**config.mk**
```make
export PLATFORM = sky130hd
export DESIGN_NAME = rbo_relay_bank_ctrl
export DESIGN_NICKNAME = d
export VERILOG_FILES = /design/src/hdl/rbo_pkg.sv /design/src/hdl/rbo_sync_if.sv /design/src/hdl/rbo_pin_sync.sv /design/src/hdl/rbo_relay_bank_ctrl.sv
export SDC_FILE = /design/constraint.sdc
export NUM_CORES = 1
export LEC_CHECK = 0
export BUFFER_PORTS_ARGS = -buffer_cell sky130_fd_sc_hd__buf_2
export CAP_MARGIN = 30
export CORE_AREA = 5 5 153 155
export DETAILED_ROUTE_END_ITERATION = 16
export DIE_AREA = 0 0 158 160
export PLACE_DENSITY = 0.53
export SLEW_MARGIN = 0
export SYNTH_ARGS = -nofsm -noshare
export SYNTH_HDL_FRONTEND = slang
export SYNTH_SLANG_ARGS = --single-unit
```
**constraint.sdc**
```tcl
create_clock -name mclk -period 4.2 [get_ports mclk]
set_clock_uncertainty 0.05 [all_clocks]
set_input_delay 0.21 -clock mclk [delete_from_list [all_inputs] [get_ports mclk]]
set_output_delay 0.21 -clock mclk [all_outputs]
set_load 0.05 [all_outputs]
```
**src/hdl/rbo_pkg.sv**
```systemverilog
// constants, register map and types for the relay bank output control block
package rbo_pkg;
    localparam int NUM_BANKS = 4;
    localparam int NUM_RELAYS = 24;
    // bank geometry: first bit of each bank in the 24-bit relay word
    localparam int BANK_FIRST_LSB = 0;
    localparam int BANK_SECOND_LSB = 8;
    localparam int BANK_CHIGH_LSB = 16;
    localparam int BANK_CLOW_LSB = 20;
    localparam logic [23:0] BANK_FIRST_MASK = 24'h0000ff;
    localparam logic [23:0] BANK_SECOND_MASK = 24'h00ff00;
    localparam logic [23:0] BANK_CHIGH_MASK = 24'h0f0000;
    localparam logic [23:0] BANK_CLOW_MASK = 24'hf00000;
    // register byte offsets
    localparam logic [7:0] REG_RELAY_DATA = 8'h00;
    localparam logic [7:0] REG_STRAPS = 8'h04;
    localparam logic [7:0] REG_STATUS = 8'h08;
    localparam logic [7:0] REG_IRQ_STATUS = 8'h0c;
    localparam logic [7:0] REG_IRQ_MASK = 8'h10;
    localparam logic [7:0] REG_LINK_CTRL = 8'h14;
    // status / interrupt bit positions
    localparam int ST_POWER_GOOD = 0;
    localparam int ST_LINK_UP = 1;
    localparam int ST_BANK_WRITTEN = 4;
    localparam int IRQ_POWER_FAULT = 0;
    localparam int IRQ_POWER_RESTORED = 1;
    localparam int IRQ_LINK_CHANGE = 2;
    localparam int IRQ_BITS = 3;
    localparam int LINK_CTRL_TRAFFIC = 0;
    // reset values
    localparam logic [2:0] IRQ_MASK_RESET = 3'h0;
    localparam logic [23:0] RELAY_RESET = 24'h000000;
    // indicator timing
    localparam int CLK_MHZ = 200;
    localparam int BLINK_HALF_MS = 50;
    localparam int BLINK_HALF_CYCLES = BLINK_HALF_MS * CLK_MHZ * 1000;
    localparam int PULSE_HOLD_MS = 200;
    localparam int PULSE_HOLD_CYCLES = PULSE_HOLD_MS * CLK_MHZ * 1000;
    localparam int SYNC_STAGES = 2;

    typedef enum {
        LNK_DETACHED,
        LNK_ENUMERATING,
        LNK_READY
    } rbo_link_e;

    // 1 = energize given bank polarity (active low drive inverts)
    function automatic logic [23:0] rbo_expand(input logic [3:0] bankBits);
        rbo_expand = ({24{bankBits[0]}} & BANK_FIRST_MASK)
                   | ({24{bankBits[1]}} & BANK_SECOND_MASK)
                   | ({24{bankBits[2]}} & BANK_CHIGH_MASK)
                   | ({24{bankBits[3]}} & BANK_CLOW_MASK);
    endfunction
endpackage

```
**src/hdl/rbo_sync_if.sv**
```systemverilog
// interface carrying raw pins into the synchroniser and clean levels out
`timescale 1ns/1ps
interface rbo_sync_if;
    logic [3:0] polStrapRaw;
    logic [3:0] ponStrapRaw;
    logic powerFaultRaw;
    logic attachedRaw;
    logic [3:0] polStrap;
    logic [3:0] ponStrap;
    logic powerFault;
    logic attached;
    modport pins (output polStrapRaw, ponStrapRaw, powerFaultRaw, attachedRaw,
                  input polStrap, ponStrap, powerFault, attached);
    modport sync (input polStrapRaw, ponStrapRaw, powerFaultRaw, attachedRaw,
                  output polStrap, ponStrap, powerFault, attached);
endinterface

```
**src/hdl/rbo_pin_sync.sv**
```systemverilog
// two-stage synchroniser for straps, supervisor and attach pins
`timescale 1ns/1ps
module rbo_pin_sync
    import rbo_pkg::*;
(
    input wire logic mclk,
    input wire logic reset_n,
    rbo_sync_if.sync sif
);
    logic [9:0] stage1_r;
    logic [9:0] stage2_r;

    always_ff @(posedge mclk) begin
        if (!reset_n) begin
            stage1_r <= 10'h000;
            stage2_r <= 10'h000;
        end else begin
            stage1_r <= {sif.polStrapRaw, sif.ponStrapRaw, sif.powerFaultRaw, sif.attachedRaw};
            stage2_r <= stage1_r;
        end
    end

    assign sif.polStrap = stage2_r[9:6];
    assign sif.ponStrap = stage2_r[5:2];
    assign sif.powerFault = stage2_r[1];
    assign sif.attached = stage2_r[0];
endmodule

```
**src/hdl/rbo_relay_bank_ctrl.sv**
```systemverilog
// relay bank output control: relay drive, straps, indicators, wishbone slave
//
// Notes on behaviour
// (RULE1) active high drive: bit 0 means relay released, written or read back
// (RULE2) active low drive: bit 0 means relay energized, written or read back
// (RULE3) straps apply per bank: relays 1-8, 9-16, 17-20, 21-24
// (RULE4) energize strap energizes whole bank at power-up, regardless of polarity
// (RULE5) release strap keeps whole bank de-energized at power-up
// (RULE6) polarity strap has no effect on power-up relay state
// (RULE7) link indicator glows steadily while attached to host or hub
// (RULE8) link indicator pulses during enumeration and while data moves
// (RULE9) power indicator lit with supply good, dark on supply fault
// (RULE10) link indicator always works; nothing can disable it
// (RULE11) polarity and power-on straps readable by host software
// (RULE12) bank holds strapped state until first host write, then data with polarity
// (RULE13) power indicator follows supervisor input, registered on mclk
`timescale 1ns/1ps
module rbo_relay_bank_ctrl
    import rbo_pkg::*;
#(
    parameter int BlinkHalfCycles = BLINK_HALF_CYCLES,
    parameter int PulseHoldCycles = PULSE_HOLD_CYCLES
) (
    input wire logic mclk,
    input wire logic reset_n,
    // wishbone classic slave
    input wire logic wb_cyc_i,
    input wire logic wb_stb_i,
    input wire logic wb_we_i,
    input wire logic [7:0] wb_adr_i,
    input wire logic [3:0] wb_sel_i,
    input wire logic [31:0] wb_dat_i,
    output logic [31:0] wb_dat_o,
    output logic wb_ack_o,
    // board pins
    input wire logic [3:0] polaritySelectStrap,
    input wire logic [3:0] powerOnLevelStrap,
    input wire logic supplyFault,
    input wire logic linkAttached,
    input wire logic linkEnumerating,
    output logic [23:0] relayEnergize,
    output logic powerGoodIndicator,
    output logic linkActivityIndicator,
    output logic irq
);
    rbo_sync_if sif();

    // ------------------------------------------------------------
    // pin synchronisation
    // ------------------------------------------------------------
    assign sif.polStrapRaw = polaritySelectStrap;
    assign sif.ponStrapRaw = powerOnLevelStrap;
    assign sif.powerFaultRaw = supplyFault;
    assign sif.attachedRaw = linkAttached;

    rbo_pin_sync u_sync (
        .mclk(mclk),
        .reset_n(reset_n),
        .sif(sif)
    );

    // enumeration flag comes from the on-chip usb logic, same clock
    logic enumerating;
    assign enumerating = linkEnumerating;

    // ------------------------------------------------------------
    // strap capture after reset release
    // ------------------------------------------------------------
    // straps are only trusted once the synchroniser has filled
    logic [1:0] settle_r;
    logic strapsValid_r;
    logic [3:0] polLatched_r;
    logic [3:0] ponLatched_r;

    always_ff @(posedge mclk) begin
        if (!reset_n) begin
            settle_r <= 2'h0;
            strapsValid_r <= 1'b0;
        end else if (!strapsValid_r) begin
            settle_r <= settle_r + 2'h1;
            if (settle_r == 2'(SYNC_STAGES)) begin
                strapsValid_r <= 1'b1;
            end
        end
    end

    always_ff @(posedge mclk) begin
        if (!reset_n) begin
            polLatched_r <= 4'h0;
            ponLatched_r <= 4'h0;
        end else if (!strapsValid_r) begin
            polLatched_r <= sif.polStrap;
            ponLatched_r <= sif.ponStrap;
        end
    end

    // ------------------------------------------------------------
    // bus decode
    // ------------------------------------------------------------
    logic busReq;
    logic busWrite;
    logic [31:0] byteMask;
    logic ack_r;

    assign busReq = wb_cyc_i && wb_stb_i && !ack_r;
    assign busWrite = busReq && wb_we_i;
    assign byteMask = {{8{wb_sel_i[3]}}, {8{wb_sel_i[2]}}, {8{wb_sel_i[1]}}, {8{wb_sel_i[0]}}};

    // ------------------------------------------------------------
    // relay data and drive
    // ------------------------------------------------------------
    logic [23:0] relayData_r;
    logic [23:0] relayData_nxt;
    logic [3:0] bankWritten_r;
    logic [3:0] bankTouched;
    logic [23:0] polMask;
    logic [23:0] ponMask;
    logic [23:0] writtenMask;

    // a bank counts as written when any byte lane covering it is enabled
    assign bankTouched = {wb_sel_i[2], wb_sel_i[2], wb_sel_i[1], wb_sel_i[0]};
    assign relayData_nxt = (relayData_r & ~byteMask[23:0]) | (wb_dat_i[23:0] & byteMask[23:0]);

    always_ff @(posedge mclk) begin
        if (!reset_n) begin
            relayData_r <= RELAY_RESET;
            bankWritten_r <= 4'h0;
        end else if (busWrite && wb_adr_i == REG_RELAY_DATA && strapsValid_r) begin
            relayData_r <= relayData_nxt;
            bankWritten_r <= bankWritten_r | bankTouched;
        end
    end

    // (RULE3) per-bank strap spread
    assign polMask = rbo_expand(polLatched_r);
    assign ponMask = rbo_expand(ponLatched_r);
    assign writtenMask = rbo_expand(bankWritten_r);

    // (RULE1) (RULE2) polarity applied only to written banks
    // (RULE4) (RULE5) (RULE6) unwritten banks follow power-on strap only
    // (RULE12) strapped state until first write
    logic [23:0] drive_r;
    always_ff @(posedge mclk) begin
        if (!reset_n) begin
            drive_r <= 24'h000000;
        end else begin
            drive_r <= (writtenMask & (relayData_r ^ polMask)) | (~writtenMask & ponMask);
        end
    end
    assign relayEnergize = drive_r;

    // readback in host logic sense: energized state mapped through polarity
    logic [23:0] relayReadback;
    assign relayReadback = drive_r ^ polMask;

    // ------------------------------------------------------------
    // power indicator
    // ------------------------------------------------------------
    // (RULE9) (RULE13) registered follower of the supervisor
    logic powerGood_r;
    always_ff @(posedge mclk) begin
        if (!reset_n) begin
            powerGood_r <= 1'b0;
        end else begin
            powerGood_r <= !sif.powerFault;
        end
    end
    assign powerGoodIndicator = powerGood_r;

    // ------------------------------------------------------------
    // link indicator
    // ------------------------------------------------------------
    rbo_link_e linkState_r;
    always_ff @(posedge mclk) begin
        if (!reset_n) begin
            linkState_r <= LNK_DETACHED;
        end else begin
            unique case (linkState_r)
                LNK_DETACHED: begin
                    if (sif.attached) begin
                        linkState_r <= LNK_ENUMERATING;
                    end
                end
                LNK_ENUMERATING: begin
                    if (!sif.attached) begin
                        linkState_r <= LNK_DETACHED;
                    end else if (!enumerating) begin
                        linkState_r <= LNK_READY;
                    end
                end
                LNK_READY: begin
                    if (!sif.attached) begin
                        linkState_r <= LNK_DETACHED;
                    end else if (enumerating) begin
                        linkState_r <= LNK_ENUMERATING;
                    end
                end
            endcase
        end
    end

    // traffic stretched so a single transfer gives a visible pulse
    logic [31:0] holdCnt_r;
    logic trafficSeen;
    assign trafficSeen = busReq || (busWrite && wb_adr_i == REG_LINK_CTRL
                                    && wb_sel_i[0] && wb_dat_i[LINK_CTRL_TRAFFIC]);
    always_ff @(posedge mclk) begin
        if (!reset_n) begin
            holdCnt_r <= 32'h0;
        end else if (trafficSeen) begin
            holdCnt_r <= 32'(PulseHoldCycles);
        end else if (holdCnt_r != 32'h0) begin
            holdCnt_r <= holdCnt_r - 32'h1;
        end
    end

    logic [31:0] blinkCnt_r;
    logic blink_r;
    always_ff @(posedge mclk) begin
        if (!reset_n) begin
            blinkCnt_r <= 32'h0;
            blink_r <= 1'b0;
        end else if (blinkCnt_r >= 32'(BlinkHalfCycles - 1)) begin
            blinkCnt_r <= 32'h0;
            blink_r <= !blink_r;
        end else begin
            blinkCnt_r <= blinkCnt_r + 32'h1;
        end
    end

    // (RULE7) (RULE8) steady when attached, pulsing on enumeration or traffic
    // (RULE10) no enable term exists on this output
    logic linkLed_r;
    always_ff @(posedge mclk) begin
        if (!reset_n) begin
            linkLed_r <= 1'b0;
        end else if (linkState_r == LNK_DETACHED) begin
            linkLed_r <= 1'b0;
        end else if (linkState_r == LNK_ENUMERATING || holdCnt_r != 32'h0) begin
            linkLed_r <= blink_r;
        end else begin
            linkLed_r <= 1'b1;
        end
    end
    assign linkActivityIndicator = linkLed_r;

    // ------------------------------------------------------------
    // interrupts
    // ------------------------------------------------------------
    logic powerGoodPrev_r;
    logic linkUpPrev_r;
    logic [IRQ_BITS-1:0] irqEvents;
    logic [IRQ_BITS-1:0] irqStatus_r;
    logic [IRQ_BITS-1:0] irqMask_r;
    logic [IRQ_BITS-1:0] irqClear;
    logic linkUp;
    logic eventsArmed_r;

    assign linkUp = linkState_r == LNK_READY;

    always_ff @(posedge mclk) begin
        if (!reset_n) begin
            powerGoodPrev_r <= 1'b0;
            linkUpPrev_r <= 1'b0;
            eventsArmed_r <= 1'b0;
        end else begin
            powerGoodPrev_r <= powerGood_r;
            linkUpPrev_r <= linkUp;
            eventsArmed_r <= strapsValid_r;
        end
    end

    // edge history is meaningless until the synchroniser has filled,
    // otherwise every reset release would report a false power edge
    assign irqEvents[IRQ_POWER_FAULT] = eventsArmed_r && powerGoodPrev_r && !powerGood_r;
    assign irqEvents[IRQ_POWER_RESTORED] = eventsArmed_r && !powerGoodPrev_r && powerGood_r;
    assign irqEvents[IRQ_LINK_CHANGE] = eventsArmed_r && (linkUpPrev_r != linkUp);
    assign irqClear = (busWrite && wb_adr_i == REG_IRQ_STATUS && wb_sel_i[0])
                      ? wb_dat_i[IRQ_BITS-1:0] : '0;

    // a new event beats a clear in the same cycle
    always_ff @(posedge mclk) begin
        if (!reset_n) begin
            irqStatus_r <= '0;
        end else begin
            irqStatus_r <= (irqStatus_r & ~irqClear) | irqEvents;
        end
    end

    always_ff @(posedge mclk) begin
        if (!reset_n) begin
            irqMask_r <= IRQ_MASK_RESET;
        end else if (busWrite && wb_adr_i == REG_IRQ_MASK && wb_sel_i[0]) begin
            irqMask_r <= wb_dat_i[IRQ_BITS-1:0];
        end
    end

    assign irq = |(irqStatus_r & irqMask_r);

    // ------------------------------------------------------------
    // read mux and ack
    // ------------------------------------------------------------
    logic [31:0] readData;
    always_comb begin
        readData = 32'h0;
        unique case (wb_adr_i)
            REG_RELAY_DATA: readData = {8'h00, relayReadback};
            // (RULE11) strap readback
            REG_STRAPS: readData = {24'h000000, ponLatched_r, polLatched_r};
            REG_STATUS: readData = {24'h000000, bankWritten_r, 2'h0, linkUp, powerGood_r};
            REG_IRQ_STATUS: readData = {29'h0, irqStatus_r};
            REG_IRQ_MASK: readData = {29'h0, irqMask_r};
            default: readData = 32'h0;
        endcase
    end

    always_ff @(posedge mclk) begin
        if (!reset_n) begin
            ack_r <= 1'b0;
            wb_dat_o <= 32'h0;
        end else begin
            ack_r <= busReq;
            if (busReq && !wb_we_i) begin
                wb_dat_o <= readData;
            end
        end
    end
    assign wb_ack_o = ack_r;
endmodule

```
==> out/results.ini, run 1 <==
[run_status]
status=complete, no violations

[placement]
place_congestion=0.769
dp_hpwl_um=12200
place_ws_ns=1.51
placed_cell_area_um2=8300
numPortBuffers=102

[timing]
slew_viol_final=0
tightest_slew_ns=1.00
grt_setup_unrepaired=no
finalSetupViolCount=0
hold_ws_ns=0.0274
fin_crit_sh_pct=57.5
fin_ws_ns=1.78
min_period_ns=2.42
fmax_ghz=0.414
finalSetupTns_ns=0
hold_violations=0
relSlewSlack_pct=32.8

[grt]
grt_max_degree=52
overflow=0
grt_pass1_wl_um=29100
use_met1_pct=19.7
grt_pass1_vias=5691
met3_usage_pct=3.52
grt.busiest_layer=met2
use_met2_pct=21.5
track_usage_pct=14.2
antenna_found_initial=3

[finish]
regArea_um2=3720
drive_gt1_share_pct=16.2
syn2layout_area_growth_pct=22.3
nFillCells=2133
multi_input_comb_area_um2=3580
utilization_pct=42.6
final_cell_area_um2=9230
layout.nets=1003

[cts]
cts_sinks=186
cts_root_buf=clkbuf_16
htreeDepth=4
tritoncts=done
insertion_delay_ns=0.43
clkTransAtPathRegs_ns=0.07
post_cts_resized=0
clock_path_buffers=2
cts_made_buffers=17

[critical_path]
crit_path_end_kind=flip-flop
worst_path_largest_cell_delay_ns=0.82
r2r-end=wb_dat_o[19]$_SDFFE_PN0P_
path_buf_inv=1
criticalPathCategory=reg -> reg
start_kind=flip-flop
path_cells=nand3b_1, buf_4, or2_2, nor4_4, a22oi_1, nor2_1
cp.arrival_ns=2.73
critPathSlowestCell=nor4_4
reg2reg_from=wb_ack_o$_SDFF_PN0_
cp_top_family=simple AND/OR/NAND/NOR gates
r2r_setup_slack_ns=1.78
required_ns=4.51
crit_fanout=23
reg2reg_depth=6

[route]
via_count=5951
first_pass_iters=5
viasPerCell=4.83
drc_errors=0
drt-initial-drc-count=259
routedWlPerCell_um=14.3
wirelength_um=17600
ant_nets=0

[floorplanning]
die_height_um=160
start_util_pct=34.8
fp.dieW_um=158
io_pins=120
fp-row-count=54
core_um2=21700
fp.dieArea_um2=25300

[yosys]
synthesis.area_um2=7550
syn-instance-count=811
ys_types=63
yosysSeqAreaShare_pct=49.3
synth_ff_type=dfxtp_1
ys_ff_latch=186
yosysWarnings=0
synth_edf_count=0
synthArstFlopShare_pct=0
syn_area_per_cell_um2=9.31

[min_path]
hp-class=in -> reg
min_path_cells=3
hp-start=wb_dat_i[1]

[power_and_ir_drop]
power_density_nw_per_um2=483
ir_drop_mv=0.249
p_leak_nw=3.77

[run]
cap_violations=0

synthesized netlist by cell type, types with 18 or more instances:
cell / number / area [µm²]
clkbuf_1: 32 / 120
a22oi_1: 21 / 158
xnor2_1: 46 / 403
mux2i_1: 33 / 330
dfxtp_1: 186 / 3720
xor2_1: 33 / 289
or3_1: 18 / 113
o21ai_0: 22 / 110
inv_1: 18 / 67.6
nand2_1: 43 / 161
a21oi_1: 61 / 305
nor2_1: 109 / 409
and2_1: 24 / 150
metrics by stage:
stage | total power (W) | cells
floorplan | 0.00268 | 826
global placement | 0.00286 | 1162
detailed placement | 0.00288 | 1164
CTS | 0.00453 | 1229
global route | 0.00474 | 1231
finish | 0.00446 | 1231
cells by family (layout without fill, tap and decap cells):
group	after synthesis	after routing	share of synthesized area (%)
AOI/OAI and AO/OA	151	151	12.3
xor gates and xnor gates	79	79	9.16
adders and majority gates	7	7	1.16
buffers and inverters	68	191	3.96
DFF	186	186	49.3
muxes	36	36	4.97
other	1	18	0.0497
and+or+nand+nor	283	283	19.1
where the power goes:
group	internal [W]	switching, W
registers	0.00189	0.000142
clock network	0.000832	0.000767
logic	0.000343	0.000492
total	0.00306	0.00140
placed cells by master, fill, tap and decap left out, drive strengths merged, types with 3 or more instances in the layout:
master       netlist  routed
nor2             109     109
nor3              15      15
conb               1      16
and3               3       3
o211ai             3       3
o31ai             12      12
dlygate4sd3        0      33
o21ai             24      24
nor4              12      12
or3               18      18
nand3             15      15
clkinv             0       4
nand2             43      43
a22oi             21      21
or4               14      14
buf               18     108
mux2i             33      33
inv               18      27
dfxtp            186     186
and2              24      24
ha                 7       7
a21oi             61      61
a31oi             10      10
nand2b             4       4
clkbuf            32      19
nand4             12      12
and4               3       3
xnor2             46      46
xor2              33      33
routing by layer:
layer  routed length [µm]  up-vias
li1                     -     3061
met1                 8420     2766
met2                 8190      110
met3                  749       12
met4                  187        2
met5                    9        -
worst max path at each step:
| stage | start | endpoint | slack, ns | cells past startpoint |
|---|---|---|---|---|
| 2_1_floorplan | holdCnt_r[0]$_SDFFE_PP0P_ | holdCnt_r[20]$_SDFFE_PP0P_ | 2.11 | 7 |
| 3_3_place_gp | wb_adr_i[0] | flip-flop | 1.52 | 6 |
| 3_5_place_dp | wb_adr_i[0] | flip-flop | 1.51 | 6 |
| 4_1_cts | blinkCnt_r[19]$_SDFF_PP0_ | blinkCnt_r[15]$_SDFF_PP0_ | 1.75 | 5 |
| 5_1_grt | wb_ack_o$_SDFF_PN0_ | wb_dat_o[11]$_SDFFE_PN0P_ | 1.49 | 6 |
| 6_report | wb_ack_o$_SDFF_PN0_ | wb_dat_o[19]$_SDFFE_PN0P_ | 1.78 | 6 |
layout make-up:
class	count	area share [%]
timing repair buffer	141	9.79
clock buffer	19	4.91
sequential	186	40.3
inverter	18	0.732
antenna	2	0.0542
tap	280	3.80
multi-input combinational	572	38.8
clock inverter	13	1.56
tightest hold or removal path, delay by kind of cell:
family,cells,cell delay (ns)
buf+inv,1,0.13
simple gates,1,0.06
compound gates,1,0.05
timing repair:
item / 4_1_cts / 5_1_grt
hold buffers: 33 / 0
buffers inserted: 0 / 0
endpoints found under the hold margin: 34 / 0
No activity file was read; power rests on OpenSTA's default activity.
==> run 2: changes to the inputs <==
--- a/config.mk
+++ b/config.mk
@@ -10,7 +10,7 @@
 export CORE_AREA = 5 5 153 155
 export DETAILED_ROUTE_END_ITERATION = 16
 export DIE_AREA = 0 0 158 160
-export PLACE_DENSITY = 0.53
+export PLACE_DENSITY = 0.55
 export SLEW_MARGIN = 0
 export SYNTH_ARGS = -nofsm -noshare
 export SYNTH_HDL_FRONTEND = slang
==> constraint.sdc (replaced) <==
create_clock -name mclk -period 2.1 [get_ports mclk]
set_clock_uncertainty 0.05 [all_clocks]
set_input_delay 0.105 -clock mclk [delete_from_list [all_inputs] [get_ports mclk]]
set_output_delay 0.105 -clock mclk [all_outputs]
set_load 0.05 [all_outputs]
==> run 2 against run 1 <==
Power is 120% higher; die area is the same; clock power rose by 110%; wire length up 4.8%; first-iteration DRC count increased by 36%; non-clock buffer count is 58 higher; core utilization grew 2.6 points; via count grew 2.1%; critical endpoint is now holdCnt_r[29]$_SDFFE_PP0P_; largest cell class unchanged.
==> out/results.ini, run 2 (synthesized netlist as in run 1, its figures left out) <==
[grt]
grt_pass1_wl_um=29700  ; +1.9%
grt_max_degree=77  ; +48%
grt_pass1_vias=5762  ; +1.2%
overflow=0  ; unchanged
track_usage_pct=14.5  ; +0.28 points
antenna_found_initial=1  ; -2

[floorplanning]
fp-row-count=54  ; unchanged
fp.dieW_um=158  ; unchanged
die_height_um=160  ; unchanged
fp.dieArea_um2=25300  ; unchanged
start_util_pct=34.8  ; unchanged
core_um2=21700  ; unchanged
io_pins=120  ; unchanged

[power_and_ir_drop]
p_seq_share_pct=41.5  ; -3.9 points
power_density_nw_per_um2=987  ; +100%
swShare_pct=30.0  ; -1.4 points
total_power_w=0.00967  ; +120%
ir_drop_mv=0.487  ; +96%
p_clk_share_pct=34.1  ; -1.7 points
p_comb_share_pct=24.4  ; +5.7 points
p_sw_w=0.00290  ; +110%
p_leak_nw=4.09  ; +8.4%
p_int_w=0.00677  ; +120%

[critical_path]
criticalPathCategory=reg -> reg
cp_top_family=simple AND/OR/NAND/NOR gates
critPathSlowestCell=or3_4
required_ns=2.39  ; -2.12 ns
cp.arrival_ns=2.35  ; -0.38 ns
worst_path_largest_cell_delay_ns=0.41  ; -0.41 ns
start_kind=flip-flop
startpoint=holdCnt_r[0]$_SDFFE_PP0P_
path_buf_inv=1  ; unchanged
crit_path_end_kind=flip-flop
reg2reg_from=holdCnt_r[0]$_SDFFE_PP0P_
path_cells=inv_2, ha_1, nor4b_2, and3_2, or3_4, or4_1, a21oi_1
crit_fanout=7  ; -70%

[route]
ant_nets=0  ; unchanged
wirelength_um=18400  ; +4.8%
drc_errors=0  ; unchanged
via_count=6076  ; +2.1%
first_pass_iters=4  ; -1
drt-initial-drc-count=353  ; +36%
routedWlPerCell_um=14.3  ; +0.20%
viasPerCell=4.72  ; -2.4%

[run_status]
status=complete, no violations

[finish]
layout.nets=1061  ; +5.8%
final_common_cell=dfxtp_1
utilization_pct=45.2  ; +2.6 points
syn2layout_area_growth_pct=29.8
mostFrequentLayoutCells=183 x dfxtp_1, 109 x nor2_1, 102 x buf_2
drive_gt1_share_pct=22.7  ; +6.5 points
regArea_um2=3730  ; +0.10%
final_cell_area_um2=9800  ; +6.1%
nFillCells=2104  ; -1.4%
multi_input_comb_area_um2=3680  ; +2.6%

[cts]
cts_root_buf=clkbuf_16
insertion_delay_ns=0.42  ; about the same
cts_made_buffers=17  ; unchanged
clock_path_buffers=2  ; unchanged
cts_sinks=186  ; unchanged
clkTransAtPathRegs_ns=0.07  ; about the same
htreeDepth=4  ; unchanged
tritoncts=done

[timing]
finalSetupTns_ns=0  ; unchanged
relSlewSlack_pct=59.9  ; +27 points
grt_setup_unrepaired=yes
tightest_slew_ns=0.597  ; -0.404 ns
min_period_ns=2.06  ; -0.351 ns
fin_ws_ns=0.0354  ; -1.75 ns
fmax_ghz=0.484  ; +17%
slew_viol_final=0  ; unchanged
hold_violations=0  ; unchanged
fin_crit_sh_pct=98.3  ; +41 points
finalSetupViolCount=0  ; unchanged

[placement]
dp_hpwl_um=12900  ; +5.3%
placed_cell_area_um2=8710  ; +4.9%
place_congestion=0.779  ; +1.2%
place_ws_ns=-0.0468  ; -1.56 ns
numPortBuffers=102  ; unchanged

[min_path]
hp-start=reset_n
hp-class=in -> reg

[run]
cap_violations=0  ; unchanged

[run 2: final cells by class]
| cell class | instances | area share [%] |
|---|---|---|
| Clock buffer | 19 | 4.62 |
| Tap cell | 280 | 3.58 |
| Timing Repair Buffer | 199 | 13.9 |
| Antenna cell | 1 | 0.0255 |
| Multi-Input combinational cell | 572 | 37.5 |
| Clock inverter | 13 | 1.58 |
| Sequential cell | 186 | 38.0 |
| Inverter | 18 | 0.690 |
[run 2: per-stage QoR]
| step | instances | hold WS, ns |
|---|---|---|
| after floorplan | 826 | 0.165 |
| after global placement | 1216 | 0.264 |
| after detailed placement | 1216 | 0.264 |
| after CTS | 1283 | 0.00864 |
| after global routing | 1288 | 0.0370 |
| final | 1288 | 0.0437 |
[run 2: worst reg2reg max path, delay by kind of cell, from the launching register on]
| kind | cells | cell delay [ns] |
|---|---|---|
| flip-flops | 1 | 0.33 |
| adder cells (fa/ha/maj) | 1 | 0.20 |
| AO/OA/AOI/OAI | 1 | 0.16 |
| AND/OR/NAND/NOR | 4 | 1.20 |
| buffers and inverters | 1 | 0.05 |
[run 2: power groups by stage]
stage	logic [W]	clock network [W]	registers, W
final	0.00236	0.00330	0.00401
after global routing	0.00261	0.00354	0.00405
after CTS	0.00218	0.00340	0.00399
after detailed placement	0.00209	0	0.00406
after global placement	0.00206	0	0.00406
after floorplan	0.00128	0	0.00408
[run 2: routing by layer]
metal	vias up	part of all wire, %	track usage (%)
li1	3181	-	-
met1	2773	49	20.3
met2	108	46	22.5
met3	14	3.8	3.30
met4	0	1.3	4.15
met5	-	0	0
[run 2: final timing paths]
kind | endpoint | slack [ns] | cells past startpoint
setup / recovery | holdCnt_r[29]$_SDFFE_PP0P_ | 0.04 | 7
hold / removal | wb_dat_o[2]$_SDFFE_PN0P_ | 0.04 | 3
setup reg to reg | holdCnt_r[29]$_SDFFE_PP0P_ | 0.04 | 7
hold reg to reg | powerGoodIndicator$_SDFF_PN0_ | 0.33 | 1
[run 2: repair_timing]
item,4_1_cts,5_1_grt
endpoints found under the hold margin,40,0
setup endpoints to repair,8,17
gates resized for setup,5,19
pin swaps,1,8
gates cloned,0,0
setup buffers,0,4
hold buffers,35,0
==> run 3: changes to the inputs <==
--- a/config.mk
+++ b/config.mk
@@ -5,7 +5,7 @@
 export SDC_FILE = /design/constraint.sdc
 export NUM_CORES = 1
 export LEC_CHECK = 0
-export BUFFER_PORTS_ARGS = -buffer_cell sky130_fd_sc_hd__buf_2
+export BUFFER_PORTS_ARGS = -buffer_cell sky130_fd_sc_hd__buf_4
 export CAP_MARGIN = 30
 export CORE_AREA = 5 5 153 155
 export DETAILED_ROUTE_END_ITERATION = 16
==> run 3 against run 2 <==
The flow now finishes with violations (negative setup slack); setup slack worse by 0.11 ns; critical endpoint is now holdCnt_r[20]$_SDFFE_PP0P_; die area stayed put; sequential power hardly changed.
==> out/results.ini, run 3 (synthesized netlist as in run 1, its figures left out) <==
[finish]
final_cell_area_um2=9950  ; +1.6%
drive_gt1_share_pct=22.0  ; -0.78 points
syn2layout_area_growth_pct=31.8
mostFrequentLayoutCells=184 x dfxtp_1, 156 x buf_4, 108 x nor2_1
final_common_cell=dfxtp_1
utilization_pct=45.9  ; +0.72 points
fin_cells=1282  ; -0.47%
layout.nets=1056  ; -0.47%
diodes=0  ; -1

[critical_path]
cp.arrival_ns=2.48  ; +0.13 ns
crit_fanout=4  ; -3
cp_common_cell=or4_4
start_kind=flip-flop
path_cells=or4_4, nor3_4, o211ai_1, or4_4, a21oi_2
r2r-end=holdCnt_r[20]$_SDFFE_PP0P_
required_ns=2.41  ; +0.02 ns
worst_path_largest_cell_delay_ns=0.58  ; +0.17 ns
worstSetupPathDepth=5  ; -2
critPathSlowestCell=or4_4
reg2reg_depth=5  ; -2
reg2reg_from=holdCnt_r[9]$_SDFFE_PN0P_
cp-endpoint=holdCnt_r[20]$_SDFFE_PP0P_
cp_top_family=simple AND/OR/NAND/NOR gates
r2r_setup_slack_ns=-0.07  ; -0.11 ns
startpoint=holdCnt_r[9]$_SDFFE_PN0P_
criticalPathCategory=reg -> reg
path_buf_inv=0  ; -1
crit_path_end_kind=flip-flop

[power_and_ir_drop]
ir_drop_mv=0.520  ; +6.7%
p_seq_share_pct=42.5  ; +1.0 points
swShare_pct=30.9  ; +0.96 points
p_leak_nw=4.06  ; -0.73%
p_sw_w=0.00292  ; +0.68%
total_power_w=0.00943  ; -2.5%
p_comb_share_pct=25.2  ; +0.8 points
power_density_nw_per_um2=948  ; -4.0%
p_clk_share_pct=32.3  ; -1.8 points
p_int_w=0.00651  ; -3.8%

[timing]
hold_ws_ns=0.0371  ; -0.00663 ns
fmax_ghz=0.460  ; -4.9%
grt_setup_unrepaired=yes
tightest_slew_ns=0.676  ; +0.0789 ns
finalSetupViolCount=1  ; +1
min_period_ns=2.17  ; +0.107 ns
slew_viol_final=0  ; unchanged
fin_crit_sh_pct=103  ; +5.1 points
fin_ws_ns=-0.0718  ; -0.107 ns
hold_violations=0  ; unchanged
relSlewSlack_pct=54.6  ; -5.3 points

[grt]
grt_pass1_wl_um=29800  ; +0.49%
overflow=0  ; unchanged
grt_pass1_vias=5823  ; +1.1%
track_usage_pct=14.5  ; -0.026 points
grt_max_degree=77  ; unchanged
antenna_found_initial=0  ; -1

[route]
drt-initial-drc-count=315  ; -11%
drc_errors=0  ; unchanged
routedWlPerCell_um=14.3  ; +0.10%
viasPerCell=4.78  ; +1.4%
first_pass_iters=4  ; unchanged
via_count=6130  ; +0.89%
wirelength_um=18300  ; -0.36%
ant_nets=0  ; unchanged

[cts]
htreeDepth=4  ; unchanged
clock_path_buffers=2  ; unchanged
cts_sinks=186  ; unchanged
clkTransAtPathRegs_ns=0.07  ; about the same
insertion_delay_ns=0.42  ; about the same
cts_root_buf=clkbuf_16
tritoncts=done
cts_made_buffers=17  ; unchanged

[placement]
dpl.cell_count=1207  ; -0.74%
dp_hpwl_um=12800  ; -1.0%
numPortBuffers=102  ; unchanged
placed_cell_area_um2=8880  ; +2.0%
place_congestion=0.789  ; +1.3%

[run_status]
violations=negative setup slack
status=finished with violations

[min_path]
hp-class=in -> reg

[floorplanning]
die_height_um=160  ; unchanged
start_util_pct=34.8  ; unchanged
fp.dieArea_um2=25300  ; unchanged
core_um2=21700  ; unchanged
io_pins=120  ; unchanged
fp-row-count=54  ; unchanged
fp.dieW_um=158  ; unchanged

[run]
cap_violations=0  ; unchanged

[run 3: worst min path at each step]
stage,from,end,cells after the start
2_1_floorplan,wb_dat_i[2],irqStatus_r[2]$_SDFF_PN0_,1
3_3_place_gp,supplyFault,u_sync.stage1_r[1]$_SDFF_PN0_,2
3_5_place_dp,powerOnLevelStrap[3],u_sync.stage1_r[5]$_SDFF_PN0_,2
4_1_cts,wb_we_i,wb_dat_o[2]$_SDFFE_PN0P_,3
5_1_grt,wb_adr_i[2],wb_dat_o[3]$_SDFFE_PN0P_,3
6_report,wb_we_i,wb_dat_o[2]$_SDFFE_PN0P_,3
[run 3: area by class of cell]
cell class	count	area, µm²
Fill cell	2093	11700
Sequential cell	186	3730
Multi-Input combinational cell	572	3670
Timing Repair Buffer	194	1570
Clock buffer	18	429
Tap cell	280	350
Clock inverter	14	135
Inverter	18	67.6
[run 3: power groups by stage]
stage / clock (W) / combinational, W / sequential [W]
after floorplan: 0 / 0.00128 / 0.00408
after global placement: 0 / 0.00208 / 0.00406
after detailed placement: 0 / 0.00211 / 0.00406
after CTS: 0.00314 / 0.00222 / 0.00399
after global routing: 0.00330 / 0.00263 / 0.00405
final: 0.00305 / 0.00238 / 0.00401
[run 3: worst min-delay path, delay by kind of cell]
kind | cells | cell delay (ns)
AO/OA/AOI/OAI | 1 | 0.15
AND/OR/NAND/NOR | 1 | 0.12
buffers and inverters | 1 | 0.10
[run 3: per-stage QoR]
stage / setup TNS (ns) / setup slack (ns)
6_report: -0.0718 / -0.0718
5_1_grt: -0.412 / -0.116
4_1_cts: 0 / 0.0178
3_5_place_dp: -0.222 / -0.0857
3_3_place_gp: -0.00988 / -0.00988
2_1_floorplan: 0 / 0.00867
[run 3: what timing repair did]
item                                   in CTS  in global routing
gates resized for setup                     3                 19
pin swaps                                   1                  9
setup endpoints to repair                   8                 16
setup buffers                               2                  5
hold buffers                               36                  0
endpoints found under the hold margin      41                  0
[run 3: metal layers]
metal / up-vias / wire length, µm / GRT usage, %
li1: 3163 / - / -
met1: 2848 / 8890 / 19.7
met2: 98 / 8490 / 23.0
met3: 21 / 637 / 3.09
met4: 0 / 317 / 4.50
met5: - / 0 / 0
